[config.mk]
export PLATFORM = sky130hd
export DESIGN_NAME = atrb_register_bank
export DESIGN_NICKNAME = d
export VERILOG_FILES = /design/src/design/atrb_pkg.sv /design/src/design/atrb_register_bank.sv
export SDC_FILE = /design/constraint.sdc
export NUM_CORES = 1
export LEC_CHECK = 0
export BUFFER_PORTS_ARGS = -buffer_cell sky130_fd_sc_hd__buf_2
export CAP_MARGIN = 15
export CELL_PAD_IN_SITES_DETAIL_PLACEMENT = 1
export CELL_PAD_IN_SITES_GLOBAL_PLACEMENT = 2
export CORE_ASPECT_RATIO = 2
export CORE_MARGIN = 5
export CORE_UTILIZATION = 23
export CTS_CLUSTER_SIZE = 30
export DETAILED_ROUTE_END_ITERATION = 10
export GPL_ROUTABILITY_DRIVEN = 0
export PLACE_DENSITY = 0.88
export SYNTH_ARGS = -nofsm -noshare
export SYNTH_HDL_FRONTEND = slang
export SYNTH_SLANG_ARGS = --single-unit
[constraint.sdc]
create_clock -name i_clock -period 1.65 [get_ports i_clock]
set_clock_uncertainty 0.15 [all_clocks]
set_input_delay 0.2475 -clock i_clock [delete_from_list [all_inputs] [get_ports i_clock]]
set_output_delay 0.2475 -clock i_clock [all_outputs]
set_load 0.1 [all_outputs]
[src/design/atrb_pkg.sv]
// shared constants of the analog test register bank
package atrb_pkg;

    // bus widths
    localparam int ATRB_ADDR_W = 32;
    localparam int ATRB_DATA_W = 32;
    localparam int ATRB_REG_W = 8;
    localparam int ATRB_LEVEL_W = 6;
    localparam int ATRB_SAMPLE_W = 4;
    localparam int ATRB_SEL_W = 4;

    // register indices as printed; byte address is four times the index
    localparam logic [15:0] ATRB_IDX_TEST_DAC_ONE = 16'h6329;
    localparam logic [15:0] ATRB_IDX_TEST_DAC_TWO = 16'h632a;
    localparam logic [15:0] ATRB_IDX_SAMPLE_VIEW = 16'h632b;
    localparam logic [15:0] ATRB_IDX_FIELD_DET = 16'h632f;
    localparam logic [15:0] ATRB_IDX_ROUTING = 16'h6330;

    // field positions
    localparam int ATRB_LEVEL_LSB = 0;
    localparam int ATRB_SAMPLE_I_LSB = 4;
    localparam int ATRB_SAMPLE_Q_LSB = 0;
    localparam int ATRB_PD_BIT = 4;
    localparam int ATRB_SEL_ONE_LSB = 4;
    localparam int ATRB_SEL_TWO_LSB = 0;

    // reset values
    localparam logic [5:0] ATRB_LEVEL_RST = 6'h00;
    localparam logic [7:0] ATRB_FIELD_DET_RST = 8'h00;
    localparam logic [7:0] ATRB_ROUTING_RST = 8'h00;

    // aux pin source select codes
    localparam logic [3:0] ATRB_SEL_TRISTATE = 4'h0;
    localparam logic [3:0] ATRB_SEL_TEST_LEVEL = 4'h1;
    localparam logic [3:0] ATRB_SEL_SAMPLE_I = 4'h5;
    localparam logic [3:0] ATRB_SEL_SAMPLE_Q = 4'h6;
    localparam logic [3:0] ATRB_SEL_SAMPLE_IQ = 4'h7;
    localparam logic [3:0] ATRB_SEL_LOW = 4'hb;

endpackage

[src/design/atrb_register_bank.sv]
// apb register bank for test levels, sample view and field detector control
//
// How it works
// - first test level six bits, upper bits zero
// - select 0001 routes first level to pin one
// - second test level six bits, upper bits zero
// - select 0001 routes second level to pin two
// - sample view: in-phase high, quadrature low
// - bit four powers down field detector
//
// register map; the byte address is four times the word index:
//   first test level, second test level, receive sample view and
//   field detector control, plus the aux pin routing word
// the routing word sits one index above the detector control;
//   its high nibble steers pin one and its low nibble pin two
//
// bus timing, no wait states:
//   setup cycle: address decoded, read word and error flag captured
//   access cycle: pready high, a write commits at its closing edge
//   read data stands on the bus until the next setup cycle
//
// output timing once a write has landed:
//   test levels and powerdown change on the next cycle
//   aux pins change one cycle later, as their source is registered
//
// aux pin select codes handled here:
//   0001 stored test level of that pin
//   0101 in-phase sample, padded with two low zeros
//   0110 quadrature sample, padded with two low zeros
//   0111 in-phase sample above the top half of quadrature
//   1011 driven low
//   any other code leaves the pin undriven, as its source lives elsewhere
//
// trade-off: registering the aux pins costs a cycle of latency but
//   keeps decode glitches off the analog test pins
//
// limitations:
//   only byte lane 0 carries data; the other lanes are ignored
//   the sample view shows the samples of the setup edge
//   a write to the sample view is taken and dropped without an error
//   unmapped addresses answer with an error and read as zero
//   test levels reset to zero; software should not rely on that
//   the routing word resets to zero, so both pins start undriven
//   detector control keeps all eight bits, reserved ones read back
module atrb_register_bank (
    // clock and reset
    input wire logic i_clock,
    input wire logic i_reset,
    // apb slave
    input wire logic i_psel,
    input wire logic i_penable,
    input wire logic i_pwrite,
    input wire logic [atrb_pkg::ATRB_ADDR_W-1:0] i_paddr,
    input wire logic [atrb_pkg::ATRB_DATA_W-1:0] i_pwdata,
    input wire logic [3:0] i_pstrb,
    output logic o_pready,
    output logic [atrb_pkg::ATRB_DATA_W-1:0] o_prdata,
    output logic o_pslverr,
    // receive converter samples
    input wire logic [atrb_pkg::ATRB_SAMPLE_W-1:0] i_sample_i,
    input wire logic [atrb_pkg::ATRB_SAMPLE_W-1:0] i_sample_q,
    // test converter levels
    output logic [atrb_pkg::ATRB_LEVEL_W-1:0] o_first_test_level,
    output logic [atrb_pkg::ATRB_LEVEL_W-1:0] o_second_test_level,
    // aux pins, level and drive enable
    output logic [atrb_pkg::ATRB_LEVEL_W-1:0] o_aux_out_pin_one,
    output logic o_aux_out_pin_one_oe,
    output logic [atrb_pkg::ATRB_LEVEL_W-1:0] o_aux_out_pin_two,
    output logic o_aux_out_pin_two_oe,
    // field detector
    output logic o_field_detector_powerdown
);
    import atrb_pkg::*;

    // byte address of a register index
    function automatic logic [ATRB_ADDR_W-1:0] byte_addr(input logic [15:0] idx);
        byte_addr = {14'h0000, idx, 2'b00};
    endfunction

    // decoded source for one aux pin: level and drive enable
    function automatic logic [ATRB_LEVEL_W:0] aux_source(
        input logic [ATRB_SEL_W-1:0] sel,
        input logic [ATRB_LEVEL_W-1:0] level,
        input logic [ATRB_SAMPLE_W-1:0] s_i,
        input logic [ATRB_SAMPLE_W-1:0] s_q
    );
        aux_source = {1'b0, ATRB_LEVEL_RST};
        unique case (sel)
            ATRB_SEL_TEST_LEVEL: begin
                // stored test level, all six bits
                aux_source = {1'b1, level};
            end
            ATRB_SEL_SAMPLE_I: begin
                // in-phase sample on the top four bits
                aux_source = {1'b1, s_i, 2'b00};
            end
            ATRB_SEL_SAMPLE_Q: begin
                // quadrature sample on the top four bits
                aux_source = {1'b1, s_q, 2'b00};
            end
            ATRB_SEL_SAMPLE_IQ: begin
                // in-phase above the top half of quadrature
                aux_source = {1'b1, s_i, s_q[3:2]};
            end
            ATRB_SEL_LOW: begin
                // pin driven, level zero
                aux_source = {1'b1, ATRB_LEVEL_RST};
            end
            default: begin
                // tristate and signals not present in this bank
                aux_source = {1'b0, ATRB_LEVEL_RST};
            end
        endcase
    endfunction

    // stored register state
    logic [ATRB_LEVEL_W-1:0] level_one_r;
    logic [ATRB_LEVEL_W-1:0] level_one_nxt;
    logic [ATRB_LEVEL_W-1:0] level_two_r;
    logic [ATRB_LEVEL_W-1:0] level_two_nxt;
    logic [ATRB_REG_W-1:0] field_det_r;
    logic [ATRB_REG_W-1:0] field_det_nxt;
    logic [ATRB_REG_W-1:0] routing_r;
    logic [ATRB_REG_W-1:0] routing_nxt;

    // bus answer state
    logic [ATRB_DATA_W-1:0] rdata_r;
    logic [ATRB_DATA_W-1:0] rdata_nxt;
    logic slverr_r;
    logic slverr_nxt;

    // aux output state, one entry per pin
    logic [ATRB_LEVEL_W-1:0] aux_level_r [2];
    logic [ATRB_LEVEL_W-1:0] aux_level_nxt [2];
    logic aux_oe_r [2];
    logic aux_oe_nxt [2];

    // bus phase decode
    logic setup_phase;
    logic access_phase;

    // address hits, one per register
    logic hit_one;
    logic hit_two;
    logic hit_view;
    logic hit_det;
    logic hit_route;
    logic mapped;

    // write path
    logic do_write;
    logic [ATRB_REG_W-1:0] wbyte;

    // the setup cycle decodes; the access cycle commits
    assign setup_phase = i_psel & ~i_penable;
    assign access_phase = i_psel & i_penable;
    assign hit_one = (i_paddr == byte_addr(ATRB_IDX_TEST_DAC_ONE));
    assign hit_two = (i_paddr == byte_addr(ATRB_IDX_TEST_DAC_TWO));
    assign hit_view = (i_paddr == byte_addr(ATRB_IDX_SAMPLE_VIEW));
    assign hit_det = (i_paddr == byte_addr(ATRB_IDX_FIELD_DET));
    assign hit_route = (i_paddr == byte_addr(ATRB_IDX_ROUTING));
    // the full address is compared, so aliases fall to the error answer
    assign mapped = hit_one | hit_two | hit_view | hit_det | hit_route;
    // only byte lane 0 carries data; a write without it changes nothing
    assign do_write = access_phase & i_pwrite & i_pstrb[0];
    assign wbyte = i_pwdata[ATRB_REG_W-1:0];

    // zero wait states: the access cycle always completes
    assign o_pready = access_phase;

    // next values of the writable registers
    always_comb begin
        level_one_nxt = level_one_r;
        level_two_nxt = level_two_r;
        field_det_nxt = field_det_r;
        routing_nxt = routing_r;
        if (do_write) begin
            if (hit_one) begin
                // upper two bits are read-only and dropped
                level_one_nxt = wbyte[ATRB_LEVEL_LSB +: ATRB_LEVEL_W];
            end
            if (hit_two) begin
                // same as the first level: top two bits dropped
                level_two_nxt = wbyte[ATRB_LEVEL_LSB +: ATRB_LEVEL_W];
            end
            if (hit_det) begin
                // all eight bits are stored as written; software keeps reserved ones zero
                field_det_nxt = wbyte;
            end
            if (hit_route) begin
                // both pin selects change together
                routing_nxt = wbyte;
            end
        end
    end

    // read data and error answer, captured in the setup cycle
    always_comb begin
        rdata_nxt = rdata_r;
        slverr_nxt = slverr_r;
        if (setup_phase) begin
            // clear first so writes and unmapped reads leave zero on the bus
            rdata_nxt = '0;
            slverr_nxt = ~mapped;
            if (!i_pwrite) begin
                // top two bits stay zero from the clear above
                if (hit_one) begin
                    rdata_nxt[ATRB_LEVEL_LSB +: ATRB_LEVEL_W] = level_one_r;
                end
                if (hit_two) begin
                    rdata_nxt[ATRB_LEVEL_LSB +: ATRB_LEVEL_W] = level_two_r;
                end
                if (hit_view) begin
                    // live samples; a write here is accepted and has no effect
                    rdata_nxt[ATRB_SAMPLE_I_LSB +: ATRB_SAMPLE_W] = i_sample_i;
                    rdata_nxt[ATRB_SAMPLE_Q_LSB +: ATRB_SAMPLE_W] = i_sample_q;
                end
                if (hit_det) begin
                    // reserved bits read back as stored
                    rdata_nxt[ATRB_REG_W-1:0] = field_det_r;
                end
                if (hit_route) begin
                    rdata_nxt[ATRB_REG_W-1:0] = routing_r;
                end
            end
        end
    end

    // aux pin sources, one decoder per pin
    // the sources are registered below so the pins never see decode glitches
    for (genvar p = 0; p < 2; p++) begin : g_aux
        logic [ATRB_SEL_W-1:0] sel;
        logic [ATRB_LEVEL_W-1:0] level;
        logic [ATRB_LEVEL_W:0] src;
        assign sel = (p == 0) ? routing_r[ATRB_SEL_ONE_LSB +: ATRB_SEL_W]
                              : routing_r[ATRB_SEL_TWO_LSB +: ATRB_SEL_W];
        assign level = (p == 0) ? level_one_r : level_two_r;
        // code 0001 picks the stored test level of this pin
        assign src = aux_source(sel, level, i_sample_i, i_sample_q);
        always_comb begin
            aux_level_nxt[p] = src[ATRB_LEVEL_W-1:0];
            aux_oe_nxt[p] = src[ATRB_LEVEL_W];
        end
    end

    // stored registers; the levels have no defined reset, zero is a safe pick
    always_ff @(posedge i_clock) begin
        if (i_reset) begin
            level_one_r <= ATRB_LEVEL_RST;
            level_two_r <= ATRB_LEVEL_RST;
            field_det_r <= ATRB_FIELD_DET_RST;
            routing_r <= ATRB_ROUTING_RST;
        end else begin
            level_one_r <= level_one_nxt;
            level_two_r <= level_two_nxt;
            field_det_r <= field_det_nxt;
            routing_r <= routing_nxt;
        end
    end

    // bus answer registers
    always_ff @(posedge i_clock) begin
        if (i_reset) begin
            rdata_r <= '0;
            slverr_r <= 1'b0;
        end else begin
            rdata_r <= rdata_nxt;
            slverr_r <= slverr_nxt;
        end
    end

    // aux output registers; reset leaves both pins undriven
    always_ff @(posedge i_clock) begin
        if (i_reset) begin
            for (int k = 0; k < 2; k++) begin
                aux_level_r[k] <= ATRB_LEVEL_RST;
                aux_oe_r[k] <= 1'b0;
            end
        end else begin
            for (int k = 0; k < 2; k++) begin
                aux_level_r[k] <= aux_level_nxt[k];
                aux_oe_r[k] <= aux_oe_nxt[k];
            end
        end
    end

    // bus outputs, read data straight from flip-flops
    assign o_prdata = rdata_r;
    // error only shows while the access cycle is on the bus
    assign o_pslverr = access_phase & slverr_r;

    // converter levels
    assign o_first_test_level = level_one_r;
    assign o_second_test_level = level_two_r;

    // aux pins, level and drive enable
    assign o_aux_out_pin_one = aux_level_r[0];
    assign o_aux_out_pin_one_oe = aux_oe_r[0];
    assign o_aux_out_pin_two = aux_level_r[1];
    assign o_aux_out_pin_two_oe = aux_oe_r[1];

    // field detector
    assign o_field_detector_powerdown = field_det_r[ATRB_PD_BIT];

endmodule

==> impl_metrics.yaml, run 1 <==
placed_design:
  minimum_setup_slack_after_placement_ps: -310
  detailedPlacementHpwl_mm: 8.47
  io_buffers: 90
  dp.cells: 558
final_layout:
  finalNetCount: 500
  drive_gt1_share_pct: 38.6
  final_cells: 567
  num_antenna_cells: 0
  flow.area_growth_from_synthesis_pct: 34.7
critical_path:
  endpoint_required_time_on_the_critical_path_ps: 1710
  cpMaxStageDelayCell: "sky130_fd_sc_hd__or4_4"
  cpPeakStageDelay_ps: 600
  critical_path_arrival_ps: 1640
  critical_path_class: "in -> reg"
  setup.worst_path.end_class: "flip-flop"
  worstPathCellList: "buf_2 -> nand2b_1 -> or3_1 -> or4_4 -> o31ai_1"
  crit_fanout: 5
  worstSetupStartpointType: "primary input"
synthesis:
  netlist_instances: 308
  yosys_register_bits: 51
  yosysSeqAreaShare_pct: 35.7
  synth.lib_cells_used.distinct: 48
  post_synthesis_instance_area_um2: 2860
  avgSynthCellArea_um2: 9.27
  synth.yosys.warnings: 0
  async_flop_share_pct: 0
  synth_enable_flop_cells: 0
  yosys_most_used_dff: "sky130_fd_sc_hd__dfxtp_1"
grt:
  antenna_found_initial: 0
  grt_max_degree: 41
  global_route.usage.total_pct: 14.1
  first_global_vias: 3063
  grt_use_met3_pct: 2.41
  grtUsageMet1_pct: 13.0
  grt_util_met2_pct: 27.4
  grt.overflow.total: 0
  grt_most_used_layer: "met2"
  grt_pass1_wl_mm: 16.0
drt:
  wl_per_cell_um: 17.8
  detailroute.via_count: 2704
  starting_drt_drc_count: 152
  wl_mm: 10.1
  first_pass_iters: 4
  postRouteAntennaNets: 0
  via_per_inst: 4.77
  number_of_design_rule_violations_left_after_detail_routing: 0
power_and_ir_drop:
  total_leakage_power_nw: 1.77
  switchingPower_w: 0.000866
  clkPwrFrac_pct: 36.9
  powerDensity_nw_per_um2: 726
  seq_power_share_pct: 44.1
  power.switching_fraction_pct: 31.0
  comb_power_share_pct: 19.0
  irDropWorstVdd_uv: 578
  internal_power_w: 0.00193
floorplan:
  dieWidth_um: 88.8
  placement_rows: 57
  floorplan.initialDensity_pct: 23.4
  core_area_um2: 12200
  fp.dieArea_um2: 14900
  io_pins: 142
  die_h_um: 168
cts:
  clockBufferDepth: 2
  cts_tree: "done"
  clkLatencyLatePin_ps: 300
  clk_pin_slew_worst_paths_ps: 70
  cts_root_buf: "sky130_fd_sc_hd__clkbuf_16"
  cts_hold_buffers: 0
  number_of_clock_buffers_inserted_by_tritoncts: 5
  clock_tree.htree_level_count: 2
  cts_num_sinks: 51
timing:
  min_period_over_period_pct: 96.2
  finalSetupViolations: 0
  timing_hold_violations_final: 0
  final-max-slew-violation-count: 0
  setup-tns-final_ps: 0
  timing.final.crit_period_ps: 1590
  post_layout_worst_setup_margin_ps: 62.1
  rsz0062_at_grt: "no"
  max_freq_ghz: 0.630
run:
  cap_violations: 0
min_path:
  worstHoldPathType: "in -> reg"
run_status:
  outcome: "finished clean"
[power groups by stage]
stage | combinational (W) | clock [W] | sequential [W]
after floorplan | 0.000405 | 0 | 0.00126
final | 0.000531 | 0.00103 | 0.00123
after global routing | 0.000558 | 0.00111 | 0.00123
after detailed placement | 0.000522 | 0 | 0.00126
after global placement | 0.000515 | 0 | 0.00126
after CTS | 0.000524 | 0.00106 | 0.00123
[area by class of cell]
cell class,count,area [um2]
Fill cell,1428,8350
Inverter,8,30.0
Clock inverter,2,12.5
Tap cell,147,184
Clock buffer,6,129
Sequential cell,51,1040
Multi-Input combinational cell,235,1730
Timing Repair Buffer,118,728
[cell families (layout without fill, tap and decap cells)]
kind of cell / count (synthesis) / in the layout / share of synthesized area, %
compound gates: 55 / 55 / 14.8
flops: 51 / 51 / 35.7
simple gates: 120 / 120 / 27.3
mux: 36 / 36 / 12.8
other cells: 1 / 24 / 0.131
buf+inv: 45 / 134 / 9.24
[placed cells by master (no fill, tap or decap), types with 2 or more instances in the layout]
master	count
sky130_fd_sc_hd__dfxtp_2	13
sky130_fd_sc_hd__a32oi_1	5
sky130_fd_sc_hd__and2_1	3
sky130_fd_sc_hd__nor3_1	4
sky130_fd_sc_hd__o21ai_0	3
sky130_fd_sc_hd__o21a_1	2
sky130_fd_sc_hd__a21o_1	2
sky130_fd_sc_hd__nor4_4	3
sky130_fd_sc_hd__and4_1	2
sky130_fd_sc_hd__mux2_2	5
sky130_fd_sc_hd__a22o_1	15
sky130_fd_sc_hd__dfxtp_1	38
sky130_fd_sc_hd__o31ai_2	2
sky130_fd_sc_hd__o31ai_1	3
sky130_fd_sc_hd__nor4b_4	2
sky130_fd_sc_hd__inv_1	8
sky130_fd_sc_hd__nand3b_1	2
sky130_fd_sc_hd__conb_1	24
sky130_fd_sc_hd__and3b_1	2
sky130_fd_sc_hd__nand2b_1	39
sky130_fd_sc_hd__nor2_1	29
sky130_fd_sc_hd__nor2b_1	5
sky130_fd_sc_hd__nand2_1	6
sky130_fd_sc_hd__or3_1	2
sky130_fd_sc_hd__buf_4	25
sky130_fd_sc_hd__buf_2	88
sky130_fd_sc_hd__clkbuf_16	5
sky130_fd_sc_hd__mux2i_1	31
sky130_fd_sc_hd__a22oi_1	13
sky130_fd_sc_hd__a21oi_1	6
sky130_fd_sc_hd__o2bb2ai_1	2
sky130_fd_sc_hd__buf_12	5
sky130_fd_sc_hd__nand4_1	2
[critical path: cells and delay by family]
| family | cells | cell delay (ps) |
|---|---|---|
| buffers and inverters | 1 | 100 |
| AO/OA/AOI/OAI | 1 | 220 |
| AND/OR/NAND/NOR | 3 | 1080 |
[Yosys cell counts, types with 2 or more instances]
library cell | count | area [um2]
sky130_fd_sc_hd__and4_1 | 2 | 17.5
sky130_fd_sc_hd__a22o_1 | 15 | 131
sky130_fd_sc_hd__o2bb2ai_1 | 2 | 17.5
sky130_fd_sc_hd__or3_1 | 3 | 18.8
sky130_fd_sc_hd__clkbuf_1 | 9 | 33.8
sky130_fd_sc_hd__nand2_1 | 7 | 26.3
sky130_fd_sc_hd__buf_2 | 4 | 20.0
sky130_fd_sc_hd__nand4_1 | 2 | 12.5
sky130_fd_sc_hd__nand2b_1 | 39 | 244
sky130_fd_sc_hd__o31ai_1 | 5 | 37.5
sky130_fd_sc_hd__nand4_2 | 2 | 25.0
sky130_fd_sc_hd__nor2_1 | 29 | 109
sky130_fd_sc_hd__a21o_1 | 2 | 15.0
sky130_fd_sc_hd__and2_1 | 3 | 18.8
sky130_fd_sc_hd__nand3b_1 | 2 | 15.0
sky130_fd_sc_hd__a22oi_1 | 13 | 97.6
sky130_fd_sc_hd__o21ai_0 | 3 | 15.0
sky130_fd_sc_hd__mux2_2 | 5 | 56.3
sky130_fd_sc_hd__nor3_1 | 4 | 20.0
sky130_fd_sc_hd__nor4_1 | 3 | 18.8
sky130_fd_sc_hd__a32oi_1 | 5 | 43.8
sky130_fd_sc_hd__nor4b_4 | 2 | 47.6
sky130_fd_sc_hd__mux2i_1 | 31 | 310
sky130_fd_sc_hd__nor2b_1 | 5 | 31.3
sky130_fd_sc_hd__dfxtp_1 | 51 | 1020
sky130_fd_sc_hd__o21a_1 | 2 | 15.0
sky130_fd_sc_hd__a21oi_1 | 6 | 30.0
sky130_fd_sc_hd__inv_1 | 8 | 30.0
sky130_fd_sc_hd__buf_4 | 24 | 180
sky130_fd_sc_hd__and3b_1 | 2 | 17.5
[per-layer routing]
| layer | vias to the layer above | part of all wire, % |
|---|---|---|
| met1 | 1302 | 33 |
| met2 | 106 | 57 |
| met5 | - | 0 |
| met3 | 17 | 6.1 |
| li1 | 1279 | - |
| met4 | 0 | 4.1 |
[registers in the layout, summed over array words and instances (netlist names)]
name / flops
aux_oe_r: 2
aux_level_r: 12
o_second_test_level: 6
slverr_r: 1
o_first_test_level: 6
o_prdata: 8
field_det_r: 8
routing_r: 8
[repair_timing]
item                       4_1_cts  5_1_grt
gates resized for setup          1        6
setup buffers                    0        1
pin swaps                        0        3
setup endpoints to repair        1       13
[path summary, 6_finish.rpt]
check	cells after the start	startpoint	slack (ps)	endpoint
hold reg to reg	2	o_prdata[3]	320	o_prdata[3]
hold / removal	3	i_pwdata[6]	110	field_det_r[6]
setup reg to reg	4	routing_r[2]	150	aux_level_r[0][7]
setup / recovery	5	i_penable	60	o_prdata[0]
[stage by stage]
step | area [um2] | total power, W | util (%) | hold slack (ps)
2_1_floorplan | 3000 | 0.00167 | - | 246
3_3_place_gp | 3650 | 0.00178 | 30.0 | 291
3_5_place_dp | 3650 | 0.00178 | 30.0 | 306
4_1_cts | 3800 | 0.00281 | 31.2 | 97.7
5_1_grt | 3850 | 0.00290 | 31.5 | 111
6_report | 3850 | 0.00279 | 31.5 | 114
(Power assumes the default switching activity.)
==> inputs of run 2 (changes only) <==
CORE_ASPECT_RATIO = 1.1   (was 2)
SKIP_LAST_GASP = 1   (was not set)
==> run 2 against run 1 <==
Against the previous run:
- utilization rose by 0.47 points
- critical path depth rose by 1
- final cell count rose by 1.1%
- highest routed layer unchanged
- routed wire length fell by 7.0%
- sequential power barely moved
- largest cell class unchanged
- die area fell by 0.89%
- clock power rose by 6%
==> impl_metrics.yaml, run 2 (synthesis gave the netlist of run 1 again) <==
final_layout:
  layout_commonest_cell: "sky130_fd_sc_hd__buf_2"
  postLayoutCellArea_um2: 3870
  drive_gt1_share_pct: 39.1
  registers.top_by_ff_count: "aux_level_r"
  post-route-util_pct: 32.0
  flip_flop_count_of_the_largest_register_all_copies_and_words_added: 12
  finalNetCount: 499
  layout_fillers: 1446
  num_antenna_cells: 0
  combined_area_of_the_multi_input_logic_cells_um2: 1700
  layout.cells.most_common_list: "84 x sky130_fd_sc_hd__buf_2, 39 x sky130_fd_sc_hd__nand2b_1, 36 x sky130_fd_sc_hd__dfxtp_1"
  regArea_um2: 1040
  flow.area_growth_from_synthesis_pct: 35.5
grt:
  first_global_vias: 2769
  grt_util_met2_pct: 22.5
  antenna_found_initial: 0
  grt_most_used_layer: "met2"
  grt_use_met3_pct: 2.14
  grt.overflow.total: 0
  global_route.usage.total_pct: 12.4
  grtUsageMet1_pct: 14.4
  grt_pass1_wl_mm: 14.4
  grt_max_degree: 41
cts:
  clock_tree.htree_level_count: 2
  cts_tree: "done"
  clkLatencyLatePin_ps: 300
  clockBufferDepth: 2
  clk_pin_slew_worst_paths_ps: 70
  cts_root_buf: "sky130_fd_sc_hd__clkbuf_16"
  cts_num_sinks: 51
  number_of_clock_buffers_inserted_by_tritoncts: 5
  postCtsSetupRepairBufs: 0
  cts_hold_buffers: 0
critical_path:
  endpoint_required_time_on_the_critical_path_ps: 1720
  worst_r2r_endpoint: "aux_level_r[0][6]"
  worstSetupStartpointType: "primary input"
  r2r_setup_slack_ps: 190
  worst_r2r_path_depth: 4
  critical_path_class: "in -> reg"
  setup.worst_path.end_class: "flip-flop"
  crit_fanout: 5
  critical_path_arrival_ps: 1710
  r2r-start: "routing_r[3]"
min_path:
  min_delay_worst_endpoint: "aux_level_r[0][3]"
  timing.hold.worst.start: "i_sample_q[1]"
  worstHoldPathType: "in -> reg"
  hold-path-cell-count: 3
timing:
  min_period_over_period_pct: 99.3
  rsz0062_at_grt: "yes"
  timing.final.crit_period_ps: 1640
  timing_hold_violations_final: 0
  max_freq_ghz: 0.611
  finalSetupViolations: 0
  final-max-slew-violation-count: 0
power_and_ir_drop:
  irDropWorstVdd_uv: 440
  total_leakage_power_nw: 1.78
  seq_power_share_pct: 43.3
  switchingPower_w: 0.000871
  comb_power_share_pct: 18.4
  internal_power_w: 0.00198
  powerDensity_nw_per_um2: 736
  power.switching_fraction_pct: 30.6
  clkPwrFrac_pct: 38.3
floorplan:
  floorplan.initialDensity_pct: 23.6
  core_area_um2: 12100
  placement_rows: 42
  fp.dieArea_um2: 14800
  die_h_um: 127
  dieWidth_um: 116
  io_pins: 142
placed_design:
  dpl-instance-area_um2: 3660
  io_buffers: 90
  detailedPlacementHpwl_mm: 7.69
drt:
  wl_mm: 9.39
  number_of_design_rule_violations_left_after_detail_routing: 0
  first_pass_iters: 4
  detailroute.via_count: 2645
  wl_per_cell_um: 16.4
  via_per_inst: 4.62
  starting_drt_drc_count: 97
  postRouteAntennaNets: 0
run_status:
  outcome: "finished clean"
run:
  cap_violations: 0
==> run 2: changes by cell type in the layout (fill, tap and decap cells not counted), moves of 2 or more <==
cell,previous run,this run
sky130_fd_sc_hd__nor4_2,0,2
sky130_fd_sc_hd__buf_4,25,23
sky130_fd_sc_hd__dfxtp_2,13,15
sky130_fd_sc_hd__nor4_4,3,1
sky130_fd_sc_hd__o31ai_2,2,4
sky130_fd_sc_hd__dfxtp_1,38,36
sky130_fd_sc_hd__o31ai_1,3,1
sky130_fd_sc_hd__buf_2,88,84
sky130_fd_sc_hd__buf_6,0,5
==> run 2: worst max path at each step <==
stage / endpoint / slack [ps] / cells after the start / startpoint
after floorplan: slverr_r / -8 / 4 / i_paddr[2]
after global placement: o_prdata[5] / -300 / 7 / i_paddr[17]
after detailed placement: o_prdata[1] / -330 / 6 / i_paddr[28]
after CTS: o_prdata[4] / 9 / 6 / i_paddr[28]
after global routing: o_prdata[0] / -60 / 6 / i_paddr[9]
final: o_prdata[0] / 10 / 6 / i_paddr[19]
==> run 2: routing by layer <==
layer	wire length [um]	vias to the layer above	share of wire (%)
met5	0	-	0
met4	173	0	1.8
li1	-	1281	-
met1	3760	1280	40
met3	511	11	5.4
met2	4950	73	53
==> run 2: stage by stage <==
step | cells | power, W | hold WS, ps | setup TNS, ps | setup WS, ps
final | 573 | 0.00285 | 87.2 | 0 | 12.1
after CTS | 573 | 0.00287 | 82.7 | 0 | 9.26
after detailed placement | 565 | 0.00178 | 310 | -6520 | -334
after floorplan | 331 | 0.00167 | 246 | -8.45 | -8.45
after global routing | 573 | 0.00295 | 115 | -162 | -56.5
after global placement | 565 | 0.00177 | 305 | -5180 | -297
==> run 2: critical path, stage by stage <==
cell and delay, ps:
sky130_fd_sc_hd__buf_2 110, sky130_fd_sc_hd__nor4b_4 280, sky130_fd_sc_hd__nand4_2 190, sky130_fd_sc_hd__buf_6 160, sky130_fd_sc_hd__or4_4 460, sky130_fd_sc_hd__o31ai_2 250
==> run 2: what timing repair did <==
| item | in CTS | in global routing |
|---|---|---|
| endpoints found under the setup margin | 1 | 13 |
| pin swaps | 0 | 3 |
| resized for setup | 1 | 13 |
==> run 2: power groups by stage <==
stage          combinational (W)  clock [W]  sequential [W]
3_3_place_gp            0.000505          0         0.00126
6_report                0.000523    0.00109         0.00123
4_1_cts                 0.000515    0.00112         0.00123
2_1_floorplan           0.000405          0         0.00126
5_1_grt                 0.000551    0.00117         0.00123
3_5_place_dp            0.000514          0         0.00126
==> run 2: layout make-up <==
class | count | area share, %
inverter | 8 | 0.776
tap | 154 | 4.98
clock inverter | 2 | 0.420
clock buffer | 6 | 3.59
multi-input combinational | 235 | 44.0
timing repair buffer | 117 | 19.4
sequential | 51 | 26.9
